--- src/wdt_pkg.sv ---
package wdt_pkg;
    // Register addresses in the 12-bit register space
    localparam logic [11:0] ADDR_UNLOCK_CTL = 12'hFF0;  // Write: unlock keys, read: reset status
    localparam logic [11:0] ADDR_RELOAD_UPR = 12'hFF1;  // Reload upper byte
    localparam logic [11:0] ADDR_RELOAD_MID = 12'hFF2;  // Reload middle byte
    localparam logic [11:0] ADDR_RELOAD_LOW = 12'hFF3;  // Reload low byte

    // Unlock keys
    localparam logic [7:0] UNLOCK_KEY_FIRST  = 8'h55;
    localparam logic [7:0] UNLOCK_KEY_SECOND = 8'hAA;

    // Reload reset values
    localparam logic [7:0] RST_RELOAD_UPR = 8'h00;
    localparam logic [7:0] RST_RELOAD_MID = 8'h04;
    localparam logic [7:0] RST_RELOAD_LOW = 8'h00;

    // Counter landmarks
    localparam logic [23:0] CNT_NO_REFRESH = 24'h00_0002;  // Refresh ignored from here on
    localparam logic [23:0] CNT_ZERO       = 24'h00_0000;
    localparam logic [23:0] CNT_MAX        = 24'hFF_FFFF;

    // Watchdog tick timing: 10 kHz tick derived from the 100 MHz system clock
    localparam int unsigned CLK_SYS_HZ     = 100_000_000;
    localparam int unsigned WDT_TICK_HZ    = 10_000;
    localparam int unsigned TICK_CYCLES    = CLK_SYS_HZ / WDT_TICK_HZ;
    localparam int unsigned TICK_CNT_W     = 14;

    // Status bit positions in the reset status byte
    localparam int unsigned STAT_BIT_WDT  = 5;
    localparam int unsigned STAT_BIT_STOP = 4;

    // Lock sequence states
    typedef enum logic [2:0] {
        LK_LOCKED,
        LK_KEY1,
        LK_OPEN_UPR,
        LK_OPEN_MID,
        LK_OPEN_LOW
    } wdt_lock_type;

    // CPU register access
    typedef struct packed {
        logic        wr;
        logic        rd;
        logic [11:0] addr;
        logic [7:0]  wdata;
    } wdt_regacc_type;

    // Option bits
    typedef struct packed {
        logic always_on;
        logic resp_reset;
    } wdt_opt_type;
endpackage

--- src/wdt_timer.sv ---
module wdt_timer
    import wdt_pkg::*;
(
    input  wire logic           clk_sys_i,      // System clock, 100 MHz
    input  wire logic           rst_n_i,        // Synchronous reset, active low
    input  wire wdt_pkg::wdt_regacc_type reg_i, // CPU register access
    input  wire wdt_pkg::wdt_opt_type    opt_i, // Option bits
    input  wire logic           refresh_i,      // Refresh instruction executed, pulse
    input  wire logic           debug_i,        // On-chip debugger active, level
    input  wire logic           stop_mode_i,    // Device in stop mode, level
    output logic [7:0]          rdata_o,        // Read data, registered
    output logic                irq_o,          // Interrupt request pulse
    output logic                sys_reset_o,    // System reset request pulse
    output logic                stop_recover_o, // Stop-mode recovery request pulse
    output logic                enabled_o       // Watchdog running
);
    import wdt_pkg::*;

    logic [7:0]            rld_upr_r;   // Reload upper byte
    logic [7:0]            rld_mid_r;   // Reload middle byte
    logic [7:0]            rld_low_r;   // Reload low byte
    logic [23:0]           cnt_r;       // Live down counter
    logic [TICK_CNT_W-1:0] pre_r;       // Tick prescaler
    logic                  tick;        // One 10 kHz tick
    logic                  en_r;        // Watchdog on
    logic                  ao_seen_r;   // Always-on sampled after reset
    logic                  flag_wdt_r;  // Time-out status
    logic                  flag_stop_r; // Time-out in stop status
    logic                  timeout;     // Counter hits zero this tick
    logic                  do_reload;   // Reload this cycle
    logic                  start;       // Turn-on event
    wdt_lock_type          lock_r;      // Unlock sequence state
    logic [23:0]           reload_val;  // Concatenated reload value

    assign reload_val = {rld_upr_r, rld_mid_r, rld_low_r};

    // Prescaler: the internal RC oscillator is modelled as a 10 kHz tick
    always_ff @(posedge clk_sys_i)
    begin
        if (!rst_n_i || !en_r)
            pre_r <= '0;
        else if (pre_r == TICK_CNT_W'(TICK_CYCLES - 1))
            pre_r <= '0;
        else
            pre_r <= pre_r + 1'b1;
    end
    assign tick = en_r && (pre_r == TICK_CNT_W'(TICK_CYCLES - 1));

    // Enable: refresh or always-on option, never turned off except by reset
    assign start = !en_r && (refresh_i || (opt_i.always_on && !ao_seen_r));
    always_ff @(posedge clk_sys_i)
    begin
        if (!rst_n_i)
        begin
            en_r      <= 1'b0;
            ao_seen_r <= 1'b0;
        end
        else
        begin
            ao_seen_r <= 1'b1;
            if (start)
                en_r <= 1'b1;
        end
    end

    // Refresh is refused once the count has fallen to 2 or below
    assign do_reload = start
        || (en_r && (refresh_i || debug_i) && (cnt_r > CNT_NO_REFRESH));
    assign timeout = tick && !do_reload && (cnt_r == 24'h00_0001);

    // Down counter
    always_ff @(posedge clk_sys_i)
    begin
        if (!rst_n_i)
            cnt_r <= CNT_ZERO;
        else if (do_reload)
            cnt_r <= reload_val;
        else if (tick && cnt_r == CNT_ZERO)
            cnt_r <= CNT_MAX;
        else if (tick)
            cnt_r <= cnt_r - 1'b1;
    end

    // Responses, one-cycle pulses
    always_ff @(posedge clk_sys_i)
    begin
        if (!rst_n_i)
        begin
            irq_o          <= 1'b0;
            sys_reset_o    <= 1'b0;
            stop_recover_o <= 1'b0;
        end
        else
        begin
            irq_o          <= timeout && !opt_i.resp_reset && !flag_wdt_r;
            sys_reset_o    <= timeout && opt_i.resp_reset && !stop_mode_i;
            stop_recover_o <= timeout && stop_mode_i;
        end
    end

    // Status flags; a new time-out wins over the clearing read
    always_ff @(posedge clk_sys_i)
    begin
        if (!rst_n_i)
        begin
            flag_wdt_r  <= 1'b0;
            flag_stop_r <= 1'b0;
        end
        else if (timeout)
        begin
            flag_wdt_r  <= 1'b1;
            flag_stop_r <= stop_mode_i;
        end
        else if (reg_i.rd && reg_i.addr == ADDR_UNLOCK_CTL)
        begin
            flag_wdt_r  <= 1'b0;
            flag_stop_r <= 1'b0;
        end
    end

    // Unlock state machine; any off-sequence write relocks
    always_ff @(posedge clk_sys_i)
    begin
        if (!rst_n_i)
            lock_r <= LK_LOCKED;
        else if (reg_i.wr)
        begin
            unique case (lock_r)
                LK_LOCKED:
                    lock_r <= (reg_i.addr == ADDR_UNLOCK_CTL && reg_i.wdata == UNLOCK_KEY_FIRST)
                              ? LK_KEY1 : LK_LOCKED;
                LK_KEY1:
                    lock_r <= (reg_i.addr == ADDR_UNLOCK_CTL && reg_i.wdata == UNLOCK_KEY_SECOND)
                              ? LK_OPEN_UPR : LK_LOCKED;
                LK_OPEN_UPR:
                    lock_r <= (reg_i.addr == ADDR_RELOAD_UPR) ? LK_OPEN_MID : LK_LOCKED;
                LK_OPEN_MID:
                    lock_r <= (reg_i.addr == ADDR_RELOAD_MID) ? LK_OPEN_LOW : LK_LOCKED;
                LK_OPEN_LOW:
                    lock_r <= LK_LOCKED;
                default:
                    lock_r <= LK_LOCKED;
            endcase
        end
    end

    // Reload bytes, written only at their step of the sequence
    always_ff @(posedge clk_sys_i)
    begin
        if (!rst_n_i)
        begin
            rld_upr_r <= RST_RELOAD_UPR;
            rld_mid_r <= RST_RELOAD_MID;
            rld_low_r <= RST_RELOAD_LOW;
        end
        else if (reg_i.wr)
        begin
            if (lock_r == LK_OPEN_UPR && reg_i.addr == ADDR_RELOAD_UPR)
                rld_upr_r <= reg_i.wdata;
            if (lock_r == LK_OPEN_MID && reg_i.addr == ADDR_RELOAD_MID)
                rld_mid_r <= reg_i.wdata;
            if (lock_r == LK_OPEN_LOW && reg_i.addr == ADDR_RELOAD_LOW)
                rld_low_r <= reg_i.wdata;
        end
    end

    // Read data: status at the control address, live count at reload addresses
    always_ff @(posedge clk_sys_i)
    begin
        if (!rst_n_i)
            rdata_o <= 8'h00;
        else
        begin
            unique case (reg_i.addr)
                ADDR_UNLOCK_CTL:
                begin
                    rdata_o                <= 8'h00;
                    rdata_o[STAT_BIT_WDT]  <= flag_wdt_r;
                    rdata_o[STAT_BIT_STOP] <= flag_stop_r;
                end
                ADDR_RELOAD_UPR: rdata_o <= cnt_r[23:16];
                ADDR_RELOAD_MID: rdata_o <= cnt_r[15:8];
                ADDR_RELOAD_LOW: rdata_o <= cnt_r[7:0];
                default:         rdata_o <= 8'h00;
            endcase
        end
    end

    // Enabled output
    always_ff @(posedge clk_sys_i)
    begin
        if (!rst_n_i)
            enabled_o <= 1'b0;
        else
            enabled_o <= en_r || start;
    end
endmodule

--- config.mk ---
export PLATFORM = sky130hd
export DESIGN_NAME = wdt_timer
export DESIGN_NICKNAME = d
export VERILOG_FILES = /design/src/wdt_pkg.sv /design/src/wdt_timer.sv
export SDC_FILE = /design/constraint.sdc
export NUM_CORES = 1
export LEC_CHECK = 0
export ABC_AREA = 1
export BUFFER_PORTS_ARGS = -buffer_cell sky130_fd_sc_hd__buf_2
export CORE_MARGIN = 2
export CORE_UTILIZATION = 60
export CTS_CLUSTER_SIZE = 24
export DETAILED_ROUTE_END_ITERATION = 10
export GPL_ROUTABILITY_DRIVEN = 0
export PLACE_DENSITY = 0.86
export SLEW_MARGIN = 20
export SYNTH_ARGS = -nofsm -noshare
export SYNTH_HDL_FRONTEND = slang
export SYNTH_SLANG_ARGS = --single-unit
--- constraint.sdc ---
create_clock -name clk_sys_i -period 4.11 [get_ports clk_sys_i]
set_input_delay 0.822 -clock clk_sys_i [delete_from_list [all_inputs] [get_ports clk_sys_i]]
set_output_delay 0.822 -clock clk_sys_i [all_outputs]
set_load 0.03 [all_outputs]
==> results.md, run 1 <==
- Status: finished clean
- Sequential area share after synthesis: about a third
- Row cnt: 31
- Cell Pwr Density: 321.0 nW/um^2
- Starting Density: 62.86%
- Grt peak-use layer: met2
- Ant. Diodes: 0
- Worst-path fanout max: 38
- WP buf/inv: 3
- Clk Tree Root Cell: clkbuf_8
- Sequential power share: about half
- Netlist cell types: 35
- Synth Warn #: 0
- Die height: roughly 92 um
- Clk pin slew, worst setup/hold paths: roughly 0.08 ns
- Minimum clock period: around 2.5 ns
- Initial DRC Count: around 570
- Longest Clk Path Bufs: 2
- # DRC: 0
- Cts repair resizes: 0
- RSZ-0062 raised after global routing: false
- 1st-pass router iterations: 6
- Max IR drop VDD: ~0.00017 V
- Internal power: roughly 1.2 mW
- Mapped Nets: approximately 740
- Combinational share of power: 8.2%
- Area leader, netlist: dfxtp_1
- Final Hold Fails: 0
- Post-route ant nets: 0
- Vias: approximately 4,800
- #FFs+latches synth: ~80
- Req. time, crit path: approximately 4.4 ns
- CTS Buf Count: 9
- Layout cells sized above 1: roughly an eighth
- Routing usage on met2: approximately half
- Switching pwr: ~0.42 mW
- Crit-path cells: buf_2, inv_2, nor3_1, o21ai_0, inv_1
- Switching Share: 25.94%
- Clock tree sinks: just over 80
- Area share of the largest cell type after synthesis: 35.19%
- Core ar.: about 7300 sq um
- Crit path kind: input port to flop
- GR Overflow Total: 0
- Reg2Reg Depth: 9
- Count of final setup violators: 0
- DIE AREA: between 8000 and 9000 sq um
- Synthesized area: ~4600 sq um
- Grt met3 use: 4.930%
- H-Tree Depth: 3
- Worst path top cell family by delay: buffers and inverters
- # IOs: 41
- Max-slew violation total from the final report: 0
- Most frequent cells in the layout: nand2_1, nor2_1, inv_1
- Post-DP HPWL: about 8.6 mm
- Leak: about 2.5 nW
- IO buf count: 40
- Hold Buf Count CTS: 0
- Post-CTS Setup Inserts: 0
- Commonest non-fill, non-tap cell in the layout: nand2_1
- Non-Filler Instances: approximately 850
- Critical Path AT: around 2.8 ns
- Final Cell Area: approximately 5000 sq um
- Routed WL: approximately 12 mm
- CP Launch Point: rst_n_i
- Worst-margin pin slew: around 0.93 ns
- Worst rel slew slack: 38.02%
- Initial antenna violation count: 0
- Placed Instances: ~830
- Filler Cells Inserted: around 640
- Peak Freq: 0.3978 GHz
- Largest net degree at the start of global routing: 39
- Max incr delay on CP: around 0.8 ns
- Crit share post-route: a little over 60%
- Final nets: just under 800
- GRT Total Usage: between 20% and 30%
- Vias in the first global route: approximately 4,400
- WL per Instance: roughly 14 um
- TNS Setup: 0 ns
- Core Util, Final: approximately two thirds
- Crit. path cell count: 5
- Chip width: slightly above 90 um
- MaxCap Viol Count: 0
- Min-delay src: rld_upr_r[5]$_SDFFE_PN0P_
- Critical R2R Launch: pre_r[0]$_SDFF_PP0_
- Type of the tightest min-delay check: flop to flop
- Placed Instance Area: between 4000 and 5000 sq um
- Met1 Use GR: between 30 and 40%
- Hold Path Depth: 2
- Global-route wire length before repair: between 15 and 20 mm
- CP Launch Type: input port
- Latest clock arrival within the worst-skew pair: 0.36 ns
- Avg Cell Area, Syn: around 6.5 sq um
- CTS tree: built
- CP Capture Type: flop
- Post-Route Skew: between 0.01 and 0.015 ns
- Worst R2R Setup Slack: ~1.7 ns
- Mapped Cells: 708
- Clock share of power: 42.7%
- Synth top area cells: dfxtp_1, nand2_1, nor2_1
- Area growth syn-to-layout: 9.123%
- Slowest CP cell: nor3_1
- Via-per-instance ratio: about 5.6
-- final timing paths --
path / end
max: rdata_o[3]$_SDFF_PN0_
max reg2reg: cnt_r[14]$_SDFFE_PN0P_
min reg2reg: rld_upr_r[5]$_SDFFE_PN0P_
min: rld_upr_r[5]$_SDFFE_PN0P_
-- cell type report --
cell class | instances | area, sq um | area share (%)
tap | 99 | 123.9 | 2.463
clock inverter | 6 | 96.34 | 1.916
sequential | 81 | 1622 | 32.25
timing repair buffer | 41 | 207.7 | 4.130
inverter | 94 | 357.8 | 7.116
multi-input combinational | 514 | 2484 | 49.39
clock buffer | 10 | 137.6 | 2.737
-- cells by family (layout without fill, tap and decap cells) --
| logic type | Yosys count | count (layout) | share of synthesized area [%] |
|---|---|---|---|
| flops | 81 | 81 | 35.19 |
| buf+inv | 113 | 151 | 10.91 |
| fa+ha+maj | 5 | 5 | 1.358 |
| simple gates | 426 | 426 | 41.98 |
| xor+xnor | 13 | 13 | 2.471 |
| compound gates | 70 | 70 | 8.091 |
-- power by group through the flow --
stage	combinational, mW	clock, mW	sequential (mW)
2_1_floorplan	0.0956	0	0.812
3_3_place_gp	0.125	0	0.810
3_5_place_dp	0.129	0	0.811
4_1_cts	0.130	0.693	0.792
5_1_grt	0.145	0.723	0.793
6_report	0.132	0.689	0.793
-- synthesized netlist by cell type (all sizes together) --
master  count
o22ai       5
nand3      53
xnor2       4
o221ai      2
xor2        9
nor2      125
nand2     195
clkinv      1
o21ai      25
nor3b       1
ha          5
clkbuf      5
nand4      36
o21a        1
nand3b      2
nor4        4
o211ai      1
a21oi      36
nor3       10
inv        93
dfxtp      81
buf        14
-- stage by stage --
step,setup slack (ns),hold slack [ns],power (mW)
5_1_grt,1.400,0.4956,1.662
4_1_cts,1.633,0.4667,1.616
6_report,1.596,0.4671,1.614
3_5_place_dp,1.274,0.4517,0.9393
2_1_floorplan,2.145,0.4175,0.9074
3_3_place_gp,1.401,0.4288,0.9359
-- state kept, by name, summed over array words and instances, names as in the netlist --
register        count
ao_seen_r           1
cnt_r              24
sys_reset_o         1
rld_low_r           8
pre_r              14
flag_stop_r         1
rld_mid_r           8
flag_wdt_r          1
enabled_o           1
rdata_o             8
rld_upr_r           8
lock_r              3
stop_recover_o      1
irq_o               1
en_r                1
-- tightest hold or removal path: cells and delay by family, from the launching register on --
family,cells,cell delay [ns]
AOI/OAI and AO/OA,1,0.05
DFF,1,0.32
and+or+nand+nor,1,0.06
-- layer usage --
metal | share of wire (%) | vias up
met4 | 3.1 | 0
li1 | - | 2330
met2 | 48 | 252
met5 | 0 | -
met3 | 8.0 | 44
met1 | 41 | 2145
No activity file was read; power rests on OpenSTA's default activity.
==> run 2: changes to the inputs <==
ABC_AREA = 0   (was 1)
CORE_UTILIZATION = 53   (was 60)
PLACE_DENSITY = 0.82   (was 0.86)
clock period = 2.16 ns   (was 4.11 ns; I/O delays follow)
==> results.md, run 2 <==
- Min-delay src: opt_i[0]
- CP Launch Type: flop
- Worst R2R Setup Slack: 0.09 ns
- WL per Instance: ~17 um
- Commonest non-fill, non-tap cell in the layout: dfxtp_1
- DIE AREA: about 8600 sq um
- Fraction of registers with async set/reset: 0%
- # DRC: 0
- H-Tree Depth: 3
- Row cnt: 32
- Crit path kind: flop to flop
- Chip width: around 93 um
- Longest Clk Path Bufs: 2
- Reg2Reg Depth: 5
- Layout cells sized above 1: 20.38%
- RSZ-0062 raised after global routing: false
- Leak: 2.027 nW
- Hold Path Sink: irq_o$_SDFF_PN0_
- Post-Place Worst Slack: roughly 0.12 ns
- Count of final setup violators: 0
- Synth top area cells: dfxtp_1, mux2i_1, nor2_1
- Final Hold Fails: 0
- Die height: ~93 um
- Vias in the first global route: between 3,000 and 4,000
- Initial DRC Count: ~380
- Slowest CP cell: or4_1
- Via-per-instance ratio: 6.162
- Largest net degree at the start of global routing: 50
- Latest clock arrival within the worst-skew pair: 0.35 ns
- Netlist cell types: between 50 and 60
- Max incr delay on CP: approximately 0.6 ns
- Vias: roughly 3,800
- Top_reg_cell synth: dfxtp_1
- 1st-pass router iterations: 5
- Crit-path cells: or4_1, or3_1, o31a_1, nor3_1, o22ai_1
- Placed Instances: between 600 and 700
- GR Overflow Total: 0
- Final nets: 549
- Mapped Cells: ~460
- Peak Freq: between 0.4 and 0.5 GHz
- Worst-margin pin slew: approximately 0.63 ns
- Crit Reg-Reg Endpoint: cnt_r[16]$_SDFFE_PN0P_
- Type of the tightest min-delay check: input port to flop
- Non-Filler Instances: 622
- Core ar.: between 7000 and 8000 sq um
- Max IR drop VDD: 0.0004836 V
- Hold Slack: between 0.2 and 0.25 ns
- Clk pin slew, worst setup/hold paths: approximately 0.08 ns
- Initial antenna violation count: 0
- Synthesized area: about 4200 sq um
- Count leader, synth: dfxtp_1
- Routed WL: about 11 mm
- Area leader, netlist: dfxtp_1
- Biggest regs: cnt_r x24, pre_r x14
- Critical Path AT: between 2 and 2.5 ns
- Worst rel slew slack: between 50 and 60%
- CTS Buf Count: 9
- Post-CTS Setup Inserts: 0
- MaxCap Viol Count: 0
- Post-route ant nets: 0
- Hold Path Depth: 2
- Mapped Nets: approximately 500
- Area growth syn-to-layout: 15.33%
- Crit share post-route: 95.75%
- #FFs+latches synth: 81
- GRT Total Usage: 25.22%
- CTS tree: built
- Largest register FFs: 24
- Worst-path fanout max: 8
- Post-Route Skew: roughly 0.0062 ns
- Global-route wire length before repair: between 15 and 20 mm
- Status: finished clean
- Minimum clock period: a little over 2 ns
- Area share of the largest cell type after synthesis: between 30% and 40%
- Clock tree sinks: a little over 80
- Sequential area share after synthesis: a little under 40%
- TNS Setup: 0 ns
- Ant. Diodes: 0
- Final WS setup: roughly 0.092 ns
- # IOs: 41
- Critical R2R Launch: cnt_r[9]$_SDFFE_PN0P_
- CP Capture Type: flop
- Cell Pwr Density: 565.7 nW/um^2
- Most frequent cells in the layout: dfxtp_1, nor2_1, mux2i_1
- Max-slew violation total from the final report: 0
- Clk Tree Root Cell: clkbuf_8
- IO buf count: 40
- Largest register by flop count: cnt_r
- Post-DP HPWL: between 7 and 8 mm
- Number of synthesized flops with an enable pin: 0
- Tot Pwr: roughly 2.7 mW
- Synth Warn #: 0
- Avg Cell Area, Syn: 8.990 sq um
- Starting Density: 54.26%
- Post-synth top cells: dfxtp_1, nor2_1, mux2i_1, nand2_1, o22ai_1
- Req. time, crit path: about 2.4 ns
## run 2: timing repair
item                       CTS  global route
setup endpoints to repair    0            25
resized for setup            0             3
hold buffers                 0             0
## run 2: per-layer routing
metal	vias up	global-route usage, %	wire length [um]
met2	191	40.09	4945
met3	47	5.207	884
met1	1792	33.08	4347
met4	0	11.52	422
li1	1803	-	-
met5	-	0	0
## run 2: where the power goes
group	internal [mW]	leakage [nW]	total [mW]	switching, mW
registers	1.50	0.654	1.51	0.00934
logic	0.105	1.29	0.259	0.154
clock network	0.409	0.0818	0.954	0.545
## run 2: logic make-up after synthesis
group	after synthesis	share of synthesized area [%]
AND/OR/NAND/NOR	203	27.77
flip-flops	81	38.87
AO/OA/AOI/OAI	76	12.15
multiplexers	50	12.75
buffers and inverters	35	4.019
XOR/XNOR	14	2.939
adder cells (fa/ha/maj)	5	1.500
## run 2: stage by stage
stage | area, sq um | util, %
after floorplan | 4172 | -
after global placement | 4628 | 60.21
after detailed placement | 4628 | 60.21
after CTS | 4791 | 62.32
after global routing | 4811 | 62.58
final | 4811 | 62.58
## run 2: cell type report
cell class                      count  area, sq um
Clock buffer                       10        127.6
Clock inverter                      6        35.03
Fill cell                         632         2877
Inverter                           10        37.54
Multi-Input combinational cell    348         2411
Sequential cell                    81         1622
Tap cell                          102        127.6
Timing Repair Buffer               65        450.4
## run 2: worst max-delay path by stage
stage / start / endpoint / depth (start not counted)
2_1_floorplan: cnt_r[1]$_SDFFE_PN0P_ / cnt_r[22]$_SDFFE_PN0P_ / 7
3_3_place_gp: cnt_r[9]$_SDFFE_PN0P_ / cnt_r[16]$_SDFFE_PN0P_ / 5
3_5_place_dp: cnt_r[9]$_SDFFE_PN0P_ / cnt_r[22]$_SDFFE_PN0P_ / 5
4_1_cts: cnt_r[9]$_SDFFE_PN0P_ / cnt_r[7]$_SDFFE_PN0P_ / 6
5_1_grt: pre_r[0]$_SDFF_PP0_ / cnt_r[15]$_SDFFE_PN0P_ / 7
6_report: cnt_r[9]$_SDFFE_PN0P_ / cnt_r[16]$_SDFFE_PN0P_ / 5
## run 2: worst max-delay path: cells and delay by family, from the launching register on
| kind | cells | cell delay [ns] |
|---|---|---|
| AO/OA/AOI/OAI | 2 | 0.40 |
| flip-flops | 1 | 0.40 |
| AND/OR/NAND/NOR | 3 | 1.14 |
